$ cat config.mk
export PLATFORM = sky130hd
export DESIGN_NAME = port_abd_function_mux
export DESIGN_NICKNAME = d
export VERILOG_FILES = /design/src/common/port_abd_mux_pkg.sv /design/src/hw/pin_input_sync.sv /design/src/hw/port_abd_function_mux.sv
export SDC_FILE = /design/constraint.sdc
export NUM_CORES = 1
export LEC_CHECK = 0
export ABC_AREA = 1
export BUFFER_PORTS_ARGS = -buffer_cell sky130_fd_sc_hd__buf_2
export CAP_MARGIN = 25
export CORE_MARGIN = 10
export CORE_UTILIZATION = 45
export DETAILED_ROUTE_END_ITERATION = 6
export GPL_TIMING_DRIVEN = 0
export PLACE_DENSITY = 0.82
export SYNTH_ARGS = -nofsm -noshare
export SYNTH_HDL_FRONTEND = slang
export SYNTH_SLANG_ARGS = --single-unit
$ cat constraint.sdc
create_clock -name mclk_i -period 2.3 [get_ports mclk_i]
set_input_delay 0.115 -clock mclk_i [delete_from_list [all_inputs] [get_ports mclk_i]]
set_output_delay 0.115 -clock mclk_i [all_outputs]
set_load 0.05 [all_outputs]
$ cat src/common/port_abd_mux_pkg.sv
// Constants and types for the port A/B/D pin function multiplexer
package port_abd_mux_pkg;

    // ************************************************************
    // Interface configuration field encodings
    // ************************************************************
    localparam int IFC_W = 2;
    localparam logic [IFC_W-1:0] IFC_PORTS = 2'h0;
    localparam logic [IFC_W-1:0] IFC_RESERVED = 2'h1;
    localparam logic [IFC_W-1:0] IFC_GPIF = 2'h2;
    localparam logic [IFC_W-1:0] IFC_SLAVE_FIFO = 2'h3;

    // ************************************************************
    // Reset values of the configuration bits
    // ************************************************************
    localparam logic [IFC_W-1:0] IFC_RESET = IFC_PORTS;
    localparam logic ALT_CONFIG7_RESET = 1'h0;
    localparam logic PIN_POLARITY5_RESET = 1'h0;
    localparam logic WORDWIDE_RESET = 1'h0;
    localparam logic NAND_MODE_RESET = 1'h0;

    // ************************************************************
    // Pin group widths and synchroniser bit positions
    // ************************************************************
    localparam int PORTB_W = 8;
    localparam int PORTA_W = 2;
    localparam int FIFO_DATA_W = 9;
    localparam int SYNC_W = 11;
    localparam int SYNC_PA6 = 0;
    localparam int SYNC_PA7 = 1;
    localparam int SYNC_PB_LSB = 2;
    localparam int SYNC_PD0 = 10;
    localparam int PA_SIX = 0;
    localparam int PA_SEVEN = 1;
    localparam int FIFO_BIT_EIGHT = 8;

    // ************************************************************
    // Pin function modes
    // ************************************************************
    typedef enum logic [3:0] {
        MODE_PORT = 4'b0001,
        MODE_NAND = 4'b0010,
        MODE_GPIF = 4'b0100,
        MODE_SLAVE = 4'b1000
    } pin_mode_t;

    // Mode chosen by the interface field and the firmware NAND role
    function automatic pin_mode_t decode_mode(input logic [IFC_W-1:0] ifc, input logic nand_en);
        pin_mode_t m;
        m = MODE_PORT;
        unique case (ifc)
            IFC_GPIF: begin
                m = MODE_GPIF;
            end
            IFC_SLAVE_FIFO: begin
                m = MODE_SLAVE;
            end
            IFC_PORTS, IFC_RESERVED: begin
                m = nand_en ? MODE_NAND : MODE_PORT;
            end
        endcase
        return m;
    endfunction

endpackage

$ cat src/hw/pin_input_sync.sv
// Two flip-flop synchroniser for pin inputs
`timescale 1ns/1ps
`default_nettype none

module pin_input_sync #(
    parameter int WIDTH = 1
) (
    input wire logic mclk_i,
    input wire logic arst_n_i,
    input wire logic [WIDTH-1:0] async_i,
    output logic [WIDTH-1:0] sync_o
);

    // ************************************************************
    // State
    // ************************************************************
    typedef struct packed {
        logic [WIDTH-1:0] meta;
        logic [WIDTH-1:0] stable;
    } sync_state_t;

    sync_state_t state_q;
    sync_state_t state_d;

    always_comb begin
        state_d.meta = async_i;
        state_d.stable = state_q.meta;
    end

    always_ff @(posedge mclk_i or negedge arst_n_i) begin
        if (!arst_n_i) begin
            state_q <= '0;
        end else begin
            state_q <= state_d;
        end
    end

    assign sync_o = state_q.stable;

endmodule

`default_nettype wire

$ cat src/hw/port_abd_function_mux.sv
// Pin function multiplexer for port A bits 6-7, port B and port D bit 0
`timescale 1ns/1ps
`default_nettype none

// ************************************************************
// ************************************************************

module port_abd_function_mux #(
    parameter int STROBE_W = 4
) (
    input wire logic mclk_i,
    input wire logic arst_n_i,
    // Configuration load
    input wire logic cfg_load_i,
    input wire logic [port_abd_mux_pkg::IFC_W-1:0] cfg_interface_config_i,
    input wire logic cfg_porta_alt_config7_i,
    input wire logic cfg_fifo_pin_polarity5_i,
    input wire logic cfg_endpoint_wordwide_i,
    input wire logic cfg_nand_mode_i,
    output logic [3:0] active_mode_o,
    // Port I/O side
    input wire logic [port_abd_mux_pkg::PORTA_W-1:0] porta_out_i,
    input wire logic [port_abd_mux_pkg::PORTA_W-1:0] porta_dir_i,
    input wire logic [port_abd_mux_pkg::PORTB_W-1:0] portb_out_i,
    input wire logic [port_abd_mux_pkg::PORTB_W-1:0] portb_dir_i,
    input wire logic portd_out_i,
    input wire logic portd_dir_i,
    output logic [port_abd_mux_pkg::PORTA_W-1:0] porta_in_o,
    output logic [port_abd_mux_pkg::PORTB_W-1:0] portb_in_o,
    output logic portd_in_o,
    // FIFO / GPIF side
    input wire logic [port_abd_mux_pkg::FIFO_DATA_W-1:0] fifo_wdata_i,
    input wire logic fifo_drive_i,
    output logic [port_abd_mux_pkg::FIFO_DATA_W-1:0] fifo_rdata_o,
    input wire logic fifo_flag_four_i,
    input wire logic [STROBE_W-1:0] slave_strobe_raw_i,
    output logic [STROBE_W-1:0] slave_strobe_gated_o,
    output logic slave_select_active_o,
    output logic packet_commit_o,
    // NAND firmware side
    input wire logic [port_abd_mux_pkg::PORTB_W-1:0] nand_wdata_i,
    input wire logic nand_drive_i,
    output logic [port_abd_mux_pkg::PORTB_W-1:0] nand_rdata_o,
    input wire logic nand_chip_enable_n_i,
    output logic [port_abd_mux_pkg::PORTA_W-1:0] fw_general_input_o,
    // Pins
    input wire logic porta_bit_six_i,
    output logic porta_bit_six_o,
    output logic porta_bit_six_oe_n_o,
    input wire logic porta_bit_seven_i,
    output logic porta_bit_seven_o,
    output logic porta_bit_seven_oe_n_o,
    input wire logic [port_abd_mux_pkg::PORTB_W-1:0] portb_pin_i,
    output logic [port_abd_mux_pkg::PORTB_W-1:0] portb_pin_o,
    output logic [port_abd_mux_pkg::PORTB_W-1:0] portb_pin_oe_n_o,
    input wire logic portd_pin_zero_i,
    output logic portd_pin_zero_o,
    output logic portd_pin_zero_oe_n_o
);
    import port_abd_mux_pkg::*;

    // ************************************************************
    // State
    // ************************************************************
    typedef struct packed {
        logic [IFC_W-1:0] ifc;
        logic alt7;
        logic pol5;
        logic wide;
        logic nand_en;
        logic [PORTB_W-1:0] pb_out;
        logic [PORTB_W-1:0] pb_oe_n;
        logic [PORTA_W-1:0] pa_out;
        logic [PORTA_W-1:0] pa_oe_n;
        logic pd_out;
        logic pd_oe_n;
        logic commit_prev;
        logic commit_pulse;
    } mux_state_t;

    localparam mux_state_t STATE_RESET = '{
        ifc: IFC_RESET,
        alt7: ALT_CONFIG7_RESET,
        pol5: PIN_POLARITY5_RESET,
        wide: WORDWIDE_RESET,
        nand_en: NAND_MODE_RESET,
        pb_out: '0,
        pb_oe_n: '1,
        pa_out: '0,
        pa_oe_n: '1,
        pd_out: 1'h0,
        pd_oe_n: 1'h1,
        commit_prev: 1'h0,
        commit_pulse: 1'h0
    };

    mux_state_t state_q;
    mux_state_t state_d;

    // ************************************************************
    // Pin input synchronisers
    // ************************************************************
    logic [SYNC_W-1:0] pins_raw;
    logic [SYNC_W-1:0] pins_sync;
    logic pa6_s;
    logic pa7_s;
    logic [PORTB_W-1:0] pb_s;
    logic pd0_s;

    assign pins_raw = {portd_pin_zero_i, portb_pin_i, porta_bit_seven_i, porta_bit_six_i};

    pin_input_sync #(
        .WIDTH(SYNC_W)
    ) u_pin_sync (
        .mclk_i(mclk_i),
        .arst_n_i(arst_n_i),
        .async_i(pins_raw),
        .sync_o(pins_sync)
    );

    assign pa6_s = pins_sync[SYNC_PA6];
    assign pa7_s = pins_sync[SYNC_PA7];
    assign pb_s = pins_sync[SYNC_PB_LSB +: PORTB_W];
    assign pd0_s = pins_sync[SYNC_PD0];

    // ************************************************************
    // Mode decode
    // ************************************************************
    pin_mode_t mode;
    logic fifo_mode;
    logic select_role;
    logic flag_role;
    logic select_active;
    logic commit_level;
    logic fifo_send;

    always_comb begin
        mode = decode_mode(state_q.ifc, state_q.nand_en);
        fifo_mode = (mode == MODE_GPIF) || (mode == MODE_SLAVE);
        flag_role = (mode == MODE_SLAVE) && state_q.alt7;
        select_role = (mode == MODE_SLAVE) && !state_q.alt7;
        select_active = !select_role || !pa7_s;
        commit_level = state_q.pol5 ? pa6_s : !pa6_s;
        fifo_send = fifo_drive_i && (mode == MODE_GPIF || select_active);
    end

    // ************************************************************
    // Next state
    // ************************************************************
    always_comb begin
        state_d = state_q;

        // Configuration capture
        if (cfg_load_i) begin
            state_d.ifc = cfg_interface_config_i;
            state_d.alt7 = cfg_porta_alt_config7_i;
            state_d.pol5 = cfg_fifo_pin_polarity5_i;
            state_d.wide = cfg_endpoint_wordwide_i;
            state_d.nand_en = cfg_nand_mode_i;
        end

        // Plain port behaviour as the baseline
        state_d.pb_out = portb_out_i;
        state_d.pb_oe_n = ~portb_dir_i;
        state_d.pa_out = porta_out_i;
        state_d.pa_oe_n = ~porta_dir_i;
        state_d.pd_out = portd_out_i;
        state_d.pd_oe_n = !portd_dir_i;

        unique case (mode)
            MODE_PORT: begin
            end
            MODE_NAND: begin
                state_d.pb_out = nand_wdata_i;
                state_d.pb_oe_n = {PORTB_W{!nand_drive_i}};
                state_d.pd_out = nand_chip_enable_n_i;
                state_d.pd_oe_n = 1'h0;
                state_d.pa_out = '0;
                state_d.pa_oe_n = '1;
            end
            MODE_GPIF, MODE_SLAVE: begin
                state_d.pb_out = fifo_wdata_i[PORTB_W-1:0];
                state_d.pb_oe_n = {PORTB_W{!fifo_send}};
                if (state_q.wide) begin
                    state_d.pd_out = fifo_wdata_i[FIFO_BIT_EIGHT];
                    state_d.pd_oe_n = !fifo_send;
                end
                if (mode == MODE_SLAVE) begin
                    state_d.pa_out = '0;
                    state_d.pa_oe_n = '1;
                    if (flag_role) begin
                        state_d.pa_out[PA_SEVEN] = fifo_flag_four_i;
                        state_d.pa_oe_n[PA_SEVEN] = 1'h0;
                    end
                end
            end
        endcase

        // Packet commit on the asserting edge of the commit input
        state_d.commit_prev = commit_level;
        state_d.commit_pulse = (mode == MODE_SLAVE) && select_active
            && commit_level && !state_q.commit_prev;
    end

    always_ff @(posedge mclk_i or negedge arst_n_i) begin
        if (!arst_n_i) begin
            state_q <= STATE_RESET;
        end else begin
            state_q <= state_d;
        end
    end

    // ************************************************************
    // Outputs
    // ************************************************************
    assign active_mode_o = mode;
    assign porta_in_o = {pa7_s, pa6_s};
    assign portb_in_o = pb_s;
    assign portd_in_o = pd0_s;
    assign fifo_rdata_o = {pd0_s, pb_s};
    assign nand_rdata_o = pb_s;
    assign fw_general_input_o = {pa7_s, pa6_s};
    assign slave_select_active_o = (mode == MODE_SLAVE) && select_active;
    assign slave_strobe_gated_o = slave_select_active_o ? slave_strobe_raw_i : '0;
    assign packet_commit_o = state_q.commit_pulse;

    assign porta_bit_six_o = state_q.pa_out[PA_SIX];
    assign porta_bit_six_oe_n_o = state_q.pa_oe_n[PA_SIX];
    assign porta_bit_seven_o = state_q.pa_out[PA_SEVEN];
    assign porta_bit_seven_oe_n_o = state_q.pa_oe_n[PA_SEVEN];
    assign portb_pin_o = state_q.pb_out;
    assign portb_pin_oe_n_o = state_q.pb_oe_n;
    assign portd_pin_zero_o = state_q.pd_out;
    assign portd_pin_zero_oe_n_o = state_q.pd_oe_n;

endmodule

`default_nettype wire

=== Word-level counts from Yosys, hierarchy flattened ===
Index checks and enable logic that the tools add are counted.

* Bitwise logic cells: 2
* Equality and inequality tests: 6
* Multiplexer cells: 9
* Reductions and logical operators: 19

{| class="wikitable"
|+ Operators with widths
! kind !! count
|-
| $pmux 22 s2 || 1
|-
| $pmux 4 s3 || 1
|-
| $logic_not 1->1 || 8
|-
| $mux 4 || 2
|-
| $not 8->8 || 1
|-
| $logic_and 1x1->1 || 6
|-
| $eq 2x2->1 const B || 2
|-
| $eq 4x2->1 const B || 1
|-
| $eq 4x3->1 const B || 1
|-
| $eq 4x4->1 const B || 1
|-
| $mux 2 || 2
|-
| $reduce_or 2->1 || 2
|-
| $mux 1 || 3
|-
| $eq 2x1->1 const B || 1
|-
| $logic_not 2->1 || 1
|-
| $logic_or 1x1->1 || 2
|-
| $not 2->2 || 1
|}

* Register bits after elaboration: 52
* Input port bits: 67
* Output and inout bits: 62

=== Depth between registers and ports, before layout ===
Gate-level depths: netlist (run 1).

* Word-level depth: 12
* Gate-level depth with buffers: 7

=== By module ===
Synthesis (run 1) repeated with hierarchy kept, for this count alone.

* Cells, all modules: 208
* Area, all modules: 2,157.1 um2

{| class="wikitable"
|+ By module, submodules not included
! module !! area each (um2) !! cells an instance !! seq. area each (um2) !! instances
|-
| port_abd_function_mux || 1,606.5 || 186 || 764.5 || 1
|-
| pin_input_sync || 550.5 || 22 || 550.5 || 1
|}

=== Worst setup path before layout (run 1) ===
OpenSTA, ideal clock, no wires.

* Path kind: register -> output
* From: register u_pin_sync.state_q, in the netlist u_pin_sync.sync_o[1]
* To: output port slave_strobe_gated_o[0]
* Path slack: 199 ps
* Data required time: 2,185 ps
* Path buffers: 0
* Cell stages (with the launch flop): 6
* Data arrival time: 1,986 ps
* Cells stage by stage: dfrtp_1 inv_1 nor2_1 nor2_2 inv_2 nor2_1

* Word-level cells in the longest chain between the ends: 4

{| class="wikitable"
|+ Ends and longest elaborated chain
! what !! line !! RTL
|-
| start, declared || pin_input_sync.sv:22 || <nowiki>sync_state_t state_q;</nowiki>
|-
| start signal, assigned || pin_input_sync.sv:34 || <nowiki>state_q <= state_d;</nowiki>
|-
| $logic_not 1->1 || port_abd_function_mux.sv:142 || <nowiki>select_active = !select_role || !pa7_s;</nowiki>
|-
| $logic_or 1x1->1 || port_abd_function_mux.sv:142 ||
|-
| $logic_and 1x1->1 || port_abd_function_mux.sv:223 || <nowiki>assign slave_select_active_o = (mode == MODE_SLAVE) && select_active;</nowiki>
|-
| named net slave_select_active_o || port_abd_function_mux.sv:38 || <nowiki>output logic slave_select_active_o,</nowiki>
|-
| $mux 4 || port_abd_function_mux.sv:224 || <nowiki>assign slave_strobe_gated_o = slave_select_active_o ? slave_strobe_raw_i : '0;</nowiki>
|-
| end, declared || port_abd_function_mux.sv:37 || <nowiki>output logic [STROBE_W-1:0] slave_strobe_gated_o,</nowiki>
|}

The timed path passes the listed nets, and every way through them passes these cells.

=== Final worst setup path (run 1) ===
* From: register state_q[29] (netlist name)
* To: output port active_mode_o[0]

* Word-level cells in the longest chain between the ends: 3
* Elaborated cells on any way between the ends: 6
* Those cells by class: eq/ne: 3; mux: 1; reduce/logical: 2

{| class="wikitable"
|+ Ends and longest elaborated chain
! what !! line !! RTL
|-
| start, declared || port_abd_function_mux.sv:97 || <nowiki>mux_state_t state_q;</nowiki>
|-
| start signal, assigned || port_abd_function_mux.sv:209 || <nowiki>state_q <= state_d;</nowiki>
|-
| $eq 2x1->1 / $logic_not 2->1 (equally long branches) || port_abd_mux_pkg.sv:51 || <nowiki>unique case (ifc)</nowiki>
|-
| $reduce_or 2->1 || port_abd_mux_pkg.sv:51 ||
|-
| $pmux 4 s3 * || port_abd_mux_pkg.sv:51 ||
|-
| end, declared || port_abd_function_mux.sv:20 || <nowiki>output logic [3:0] active_mode_o,</nowiki>
|}

Every way passes the cells marked *; elsewhere a longest branch is shown, timed or not.

==> results of run 1 <==
-- state kept, by name (all words and copies together), names as in the netlist, 7 cells and up --
register and cells:
portb_pin_oe_n_o 8, u_pin_sync.sync_o 11, u_pin_sync.state_d 11, portb_pin_o 8, state_q 7
-- worst paths after layout --
check | slack [ns] | cells after the start | startpoint | endpoint
min in group asynchronous | 0.30 | 2 | arst_n_i | u_pin_sync.state_d[0]$_DFF_PN0_
max in group asynchronous | 1.40 | 3 | arst_n_i | portb_pin_oe_n_o[2]$_DFF_PN1_
worst min register to register | 0.35 | 0 | u_pin_sync.state_d[9]$_DFF_PN0_ | u_pin_sync.sync_o[9]$_DFF_PN0_
worst max register to register | 1.15 | 5 | state_q[29]$_DFFE_PN0P_ | portb_pin_o[3]$_DFF_PN0_
worst max-delay path | 0.65 | 4 | state_q[29]$_DFFE_PN0P_ | active_mode_o[0]
worst min-delay path | 0.02 | 4 | portd_dir_i | portd_pin_zero_oe_n_o$_DFF_PN1_
-- synth_stat cells (all sizes together) --
cell | number | area share [%]
buf | 40 | 14
dfrtp | 41 | 46
dfstp | 11 | 13
inv | 21 | 3.7
mux2 | 3 | 1.5
nand2 | 57 | 11
nand3 | 10 | 4.3
nand4 | 8 | 2.3
nor2 | 12 | 2.9
o21a | 1 | 0.34
o21ai | 3 | 0.68
xnor2 | 1 | 0.39
-- per-stage QoR --
step / hold slack [ns] / power (uW) / cells
3_5_place_dp: 0.1109 / 1825 / 403
6_report: 0.02103 / 2421 / 424
2_1_floorplan: -0.1806 / 1618 / 208
4_1_cts: 0.007807 / 2448 / 424
3_3_place_gp: 0.2229 / 1800 / 402
5_1_grt: 0.01638 / 2536 / 424
-- power breakdown --
| part | internal (uW) | leakage, uW | total (uW) | switching [uW] |
|---|---|---|---|---|
| Clock | 322 | 0.0000541 | 608 | 286 |
| Sequential | 1020 | 0.000603 | 1050 | 32.7 |
| Combinational | 245 | 0.00115 | 764 | 519 |
| Total | 1580 | 0.00181 | 2420 | 837 |
-- critical path, cell delays in order (launching register included) --
cell,delay [ns]
dfrtp_1,0.39
buf_6,0.14
nor2_4,0.21
buf_6,0.21
buf_2,0.28
-- layout make-up --
cell class,instances,area share (%)
multi-input cells,95,16.30
well taps,67,2.618
inverters,21,2.540
repair buffers,141,24.54
clock buffers,5,2.149
plain buffers,40,9.457
flip-flops and latches,52,41.07
clock inverters,3,1.329
-- logic make-up after synthesis --
family | count (synthesis) | synth area share [%]
compound gates | 4 | 1.014
xor+xnor | 1 | 0.3944
buf+inv | 61 | 17.30
flops | 52 | 59.21
mux | 3 | 1.521
simple gates | 87 | 20.56
-- layer usage --
metal | vias up | part of all wire [%] | GRT usage, %
li1 | 895 | - | -
met1 | 799 | 36 | 13.42
met2 | 72 | 54 | 26.03
met3 | 6 | 8.5 | 4.738
met4 | 0 | 1.4 | 5.305
met5 | - | 0 | 0
==> out/metrics.yaml, run 1 <==
status:
  status: "finished clean"
final_layout:
  drive_above_1_share_pct: 60.22
  fillCellCount: 388
  fin_util_pct: 67.34
  seqCellArea_mm2: 0.001315
  multiInputGateArea_um2: 521.8
  stdcell_area_mm2: 0.003202
  syn2layout_area_growth_pct: 44.17
  final_cell_mix: "129 x buf_2, 46 x nand2_1, 41 x dfrtp_1"
  layout_commonest_cell: "buf_2"
  num_antenna_cells: 0
  finalNetCount: 423
timing:
  rsz0062_at_grt: "no"
  finalSetupTns_ns: 0
  finalMaxSlewViolations: 0
  max-slew-margin-rel_pct: 67.23
  worst_pin_slew_ns: 0.4915
  period_minus_slack_ns: 1.647
  report.final.hold_viol_count: 0
  setup_viol: 0
  fmax_mhz: 607.3
  setup_ws_ns: 0.6533
  period_share_pct: 71.59
  skew_ns: 0.007241
critical_path:
  end_kind: "output pin"
  crit_arrival_ns: 1.53
  cp_max_fo: 10
  critical_path_class: "reg2out"
  cp-start-kind: "flop"
  cp.required_ns: 2.18
placed_design:
  post_dp_cell_area_mm2: 0.002960
  place.gp.congestion: 0.7498
  hpwlAfterDp_um: 4704
  place_ws_ns: 0.9550
  port_buffers: 127
routing:
  dr.pass1.iters: 4
  wl_per_cell_um: 13.45
  drcViolationCount: 0
  vias: 1772
  ant_nets: 0
  routed_wl_um: 5702
  via_per_inst: 4.179
  drt-initial-drc-count: 52
logic_synthesis:
  synth_cells: 208
  synth-seq-area-share_pct: 59.21
  synth_seq_cells: 52
  netlist_area_mm2: 0.002221
  synth_cell_types: 22
  synth_nets: 275
  synth_area_per_cell_um2: 10.68
  yosysWarningCount: 0
clock_network:
  insertion_delay_ns: 0.30
  root_buffer: "clkbuf_8"
  cts_buffer_depth: 2
  cts_resized: 0
  postCtsHoldBufs: 13
  cts_setup_buffers: 0
  numClockSinks: 52
  cts_tree: "done"
  path_clk_slew_ns: 0.08
  cts_buffers: 5
  cts_max_level: 2
floorplanning:
  core_mm2: 0.004755
  die_h_um: 90.25
  start_util_pct: 46.71
  row_count: 25
  die-area_mm2: 0.008145
  die_w_um: 90.25
  io_pins: 129
global_routing:
  antenna_found_initial: 0
  grt_util_all_layers_pct: 13.80
  overflow: 0
  grt_first_pass_wirelength_um: 9239
  first_global_vias: 2004
  grt_max_degree: 33
power:
  max-vdd-ir-drop_v: 0.0003023
  p_leak_uw: 0.001811
  cellPowerDensity_mw_per_mm2: 756.3
min_path:
  holdCritPathClass: "in2reg"
flow_run:
  maxCapViolCount: 0
No activity file was read; power rests on OpenSTA's default activity.
==> inputs of run 2 (changes only) <==
- CORE_UTILIZATION: 45 -> 39
- PLACE_DENSITY: 0.82 -> 0.75
- clock period: 2.3 -> 1.5 ns (I/O delays scaled with it)
==> run 2 against run 1 <==
Net effect: utilization is 1.1 points lower; critical path depth is 2 higher; global-route usage is 0.25 points higher; via count is 13% higher; final cell count is 10% higher; total power is 54% higher; worst setup slack worse by 0.59 ns; sequential power is 53% higher; highest routed layer unchanged.
==> out/metrics.yaml, run 2 (synthesis gave the netlist of run 1 again) <==
status:
  status: "finished clean"  # unchanged
routing:
  via_per_inst: 4.304  # was 4.179
  met3RoutedLength_um: 643  # was 486 um
  drcViolationCount: 0  # unchanged
  wl_per_cell_um: 14.37  # was 13.45 um
  ant_nets: 0  # unchanged
  dr.pass1.iters: 4  # unchanged
  routed_wl_um: 6712  # was 5702 um
  vias: 2010  # was 1772
  highest_layer: "met4"  # unchanged
  wl_met2_um: 3735  # was 3081 um
  wl_met1_um: 2088  # was 2058 um
  drt-initial-drc-count: 30  # was 52
timing:
  report.final.hold_viol_count: 0  # unchanged
  max-slew-margin-rel_pct: 78.09  # was 67.23%
  period_share_pct: 95.83
  rsz0062_at_grt: "yes"  # was no
  skew_ns: 0.009591  # was 0.007241 ns
  worst_pin_slew_ns: 0.3279  # was 0.4915 ns
  period_minus_slack_ns: 1.437
  setup_viol: 0  # unchanged
  fin_hold_ws_ns: 0.01312  # was 0.02103 ns
  fmax_mhz: 695.7
  finalMaxSlewViolations: 0  # unchanged
critical_path:
  critical_path_class: "reg2out"  # unchanged
  crit_arrival_ns: 1.36  # was 1.53 ns
  cp.required_ns: 1.42  # was 2.18 ns
  startpoint: "state_q[29]$_DFFE_PN0P_"  # unchanged
  reg2reg_from: "state_q[29]$_DFFE_PN0P_"  # unchanged
  end_kind: "output pin"  # unchanged
  cp_max_fo: 6  # was 10
  cp-start-kind: "flop"  # unchanged
floorplanning:
  die_w_um: 95.46  # was 90.25 um
  io_pins: 129  # unchanged
  die-area_mm2: 0.009113  # was 0.008145 mm^2
  core_mm2: 0.005507  # was 0.004755 mm^2
  die_h_um: 95.46  # was 90.25 um
  start_util_pct: 40.33  # was 46.71%
  row_count: 27  # was 25
clock_network:
  cts_tree: "done"  # unchanged
  numClockSinks: 52  # unchanged
  path_clk_slew_ns: 0.09  # was 0.08 ns
  cts_buffers: 5  # unchanged
  root_buffer: "clkbuf_8"  # unchanged
  cts_buffer_depth: 2  # unchanged
  insertion_delay_ns: 0.30  # about the same
  cts_max_level: 2  # unchanged
placed_design:
  place.gp.congestion: 0.7847  # was 0.7498
  hpwlAfterDp_um: 4728  # was 4704 um
  port_buffers: 127  # unchanged
  post_dp_cell_area_mm2: 0.003008  # was 0.002960 mm^2
global_routing:
  grt_util_all_layers_pct: 14.05  # was 13.80%
  antenna_found_initial: 1  # was 0
  grt_max_degree: 42  # was 33
  grt_first_pass_wirelength_um: 9929  # was 9239 um
  overflow: 0  # unchanged
  first_global_vias: 2111  # was 2004
final_layout:
  finalNetCount: 460  # was 423
  layout_commonest_cell: "buf_2"  # unchanged
  stdcell_area_mm2: 0.003646  # was 0.003202 mm^2
  final_cell_mix: "123 x buf_2, 46 x nand2_1, 46 x dlygate4sd3_1"  # was 129 x buf_2, 46 x nand2_1, 41 x dfrtp_1
  drive_above_1_share_pct: 56.85  # was 60.22%
  fin_util_pct: 66.21  # was 67.34%
  syn2layout_area_growth_pct: 64.17  # was 44.17%
min_path:
  hp-start: "portd_out_i"  # was portd_dir_i
  holdCritPathClass: "in2reg"  # unchanged
flow_run:
  maxCapViolCount: 0  # unchanged
power:
  cellPowerDensity_mw_per_mm2: 1020  # was 756.3 mW/mm^2
  max-vdd-ir-drop_v: 0.0005945  # was 0.0003023 V
  p_leak_uw: 0.001973  # was 0.001811 uW
  finalPower_uw: 3720  # was 2421 uW
run 2: cell count changes in the layout (fill, tap and decap cells not counted), sizes merged:
cell / change
dlygate4sd3: +33
buf: +4
clkbuf: +2
bufinv: -1
clkinv: -1
diode: +1
run 2: per-layer routing:
metal,track usage [%],up-vias
li1,-,973
met1,12.76,933
met2,26.19,84
met3,4.870,20
met4,8.600,0
met5,0,-
run 2: worst paths after layout:
path / to / slack, ns / cells after the start
min reg2reg: u_pin_sync.sync_o[4]$_DFF_PN0_ / 0.35 / 0
min: portd_pin_zero_o$_DFF_PN0_ / 0.01 / 3
max reg2reg: portd_pin_zero_oe_n_o$_DFF_PN1_ / 0.33 / 6
min in group asynchronous: u_pin_sync.sync_o[0]$_DFF_PN0_ / 0.21 / 2
max in group asynchronous: portd_pin_zero_oe_n_o$_DFF_PN1_ / 0.72 / 3
max: slave_strobe_gated_o[0] / 0.06 / 6
run 2: where the power goes:
group          total [uW]  internal, uW  switching (uW)
clock                 806           375             431
sequential           1610          1560            54.6
combinational        1300           463             836
run 2: per-stage QoR:
stage	setup WS, ns	setup TNS (ns)	std cells
detailed placement	0.2018	0	408
global placement	0.2210	0	407
floorplan	0.005052	0	208
CTS	0.02059	0	463
global route	-0.03893	-0.09285	467
finish	0.06257	0	467
run 2: worst max-delay path: stages (launching register included):
cell,delay [ns]
dfrtp_1,0.35
buf_6,0.14
nand2_4,0.08
nor2_4,0.15
inv_4,0.08
nor2_4,0.11
buf_8,0.15
run 2: final cells by class:
type / count / area, um^2
clock buffers: 7 / 86.33
inverters: 21 / 83.83
fillers: 429 / 1861
flip-flops and latches: 52 / 1316
plain buffers: 40 / 306.5
multi-input cells: 95 / 569.3
repair buffers: 178 / 1184
diodes: 1 / 2.502
well taps: 72 / 90.09
clock inverters: 1 / 7.507
run 2: timing repair:
item,CTS,global route
endpoints found under the hold margin,72,0
setup endpoints to repair,6,5
buffers inserted,1,3
resized for setup,6,9
pin swaps,1,1
hold buffers,46,0
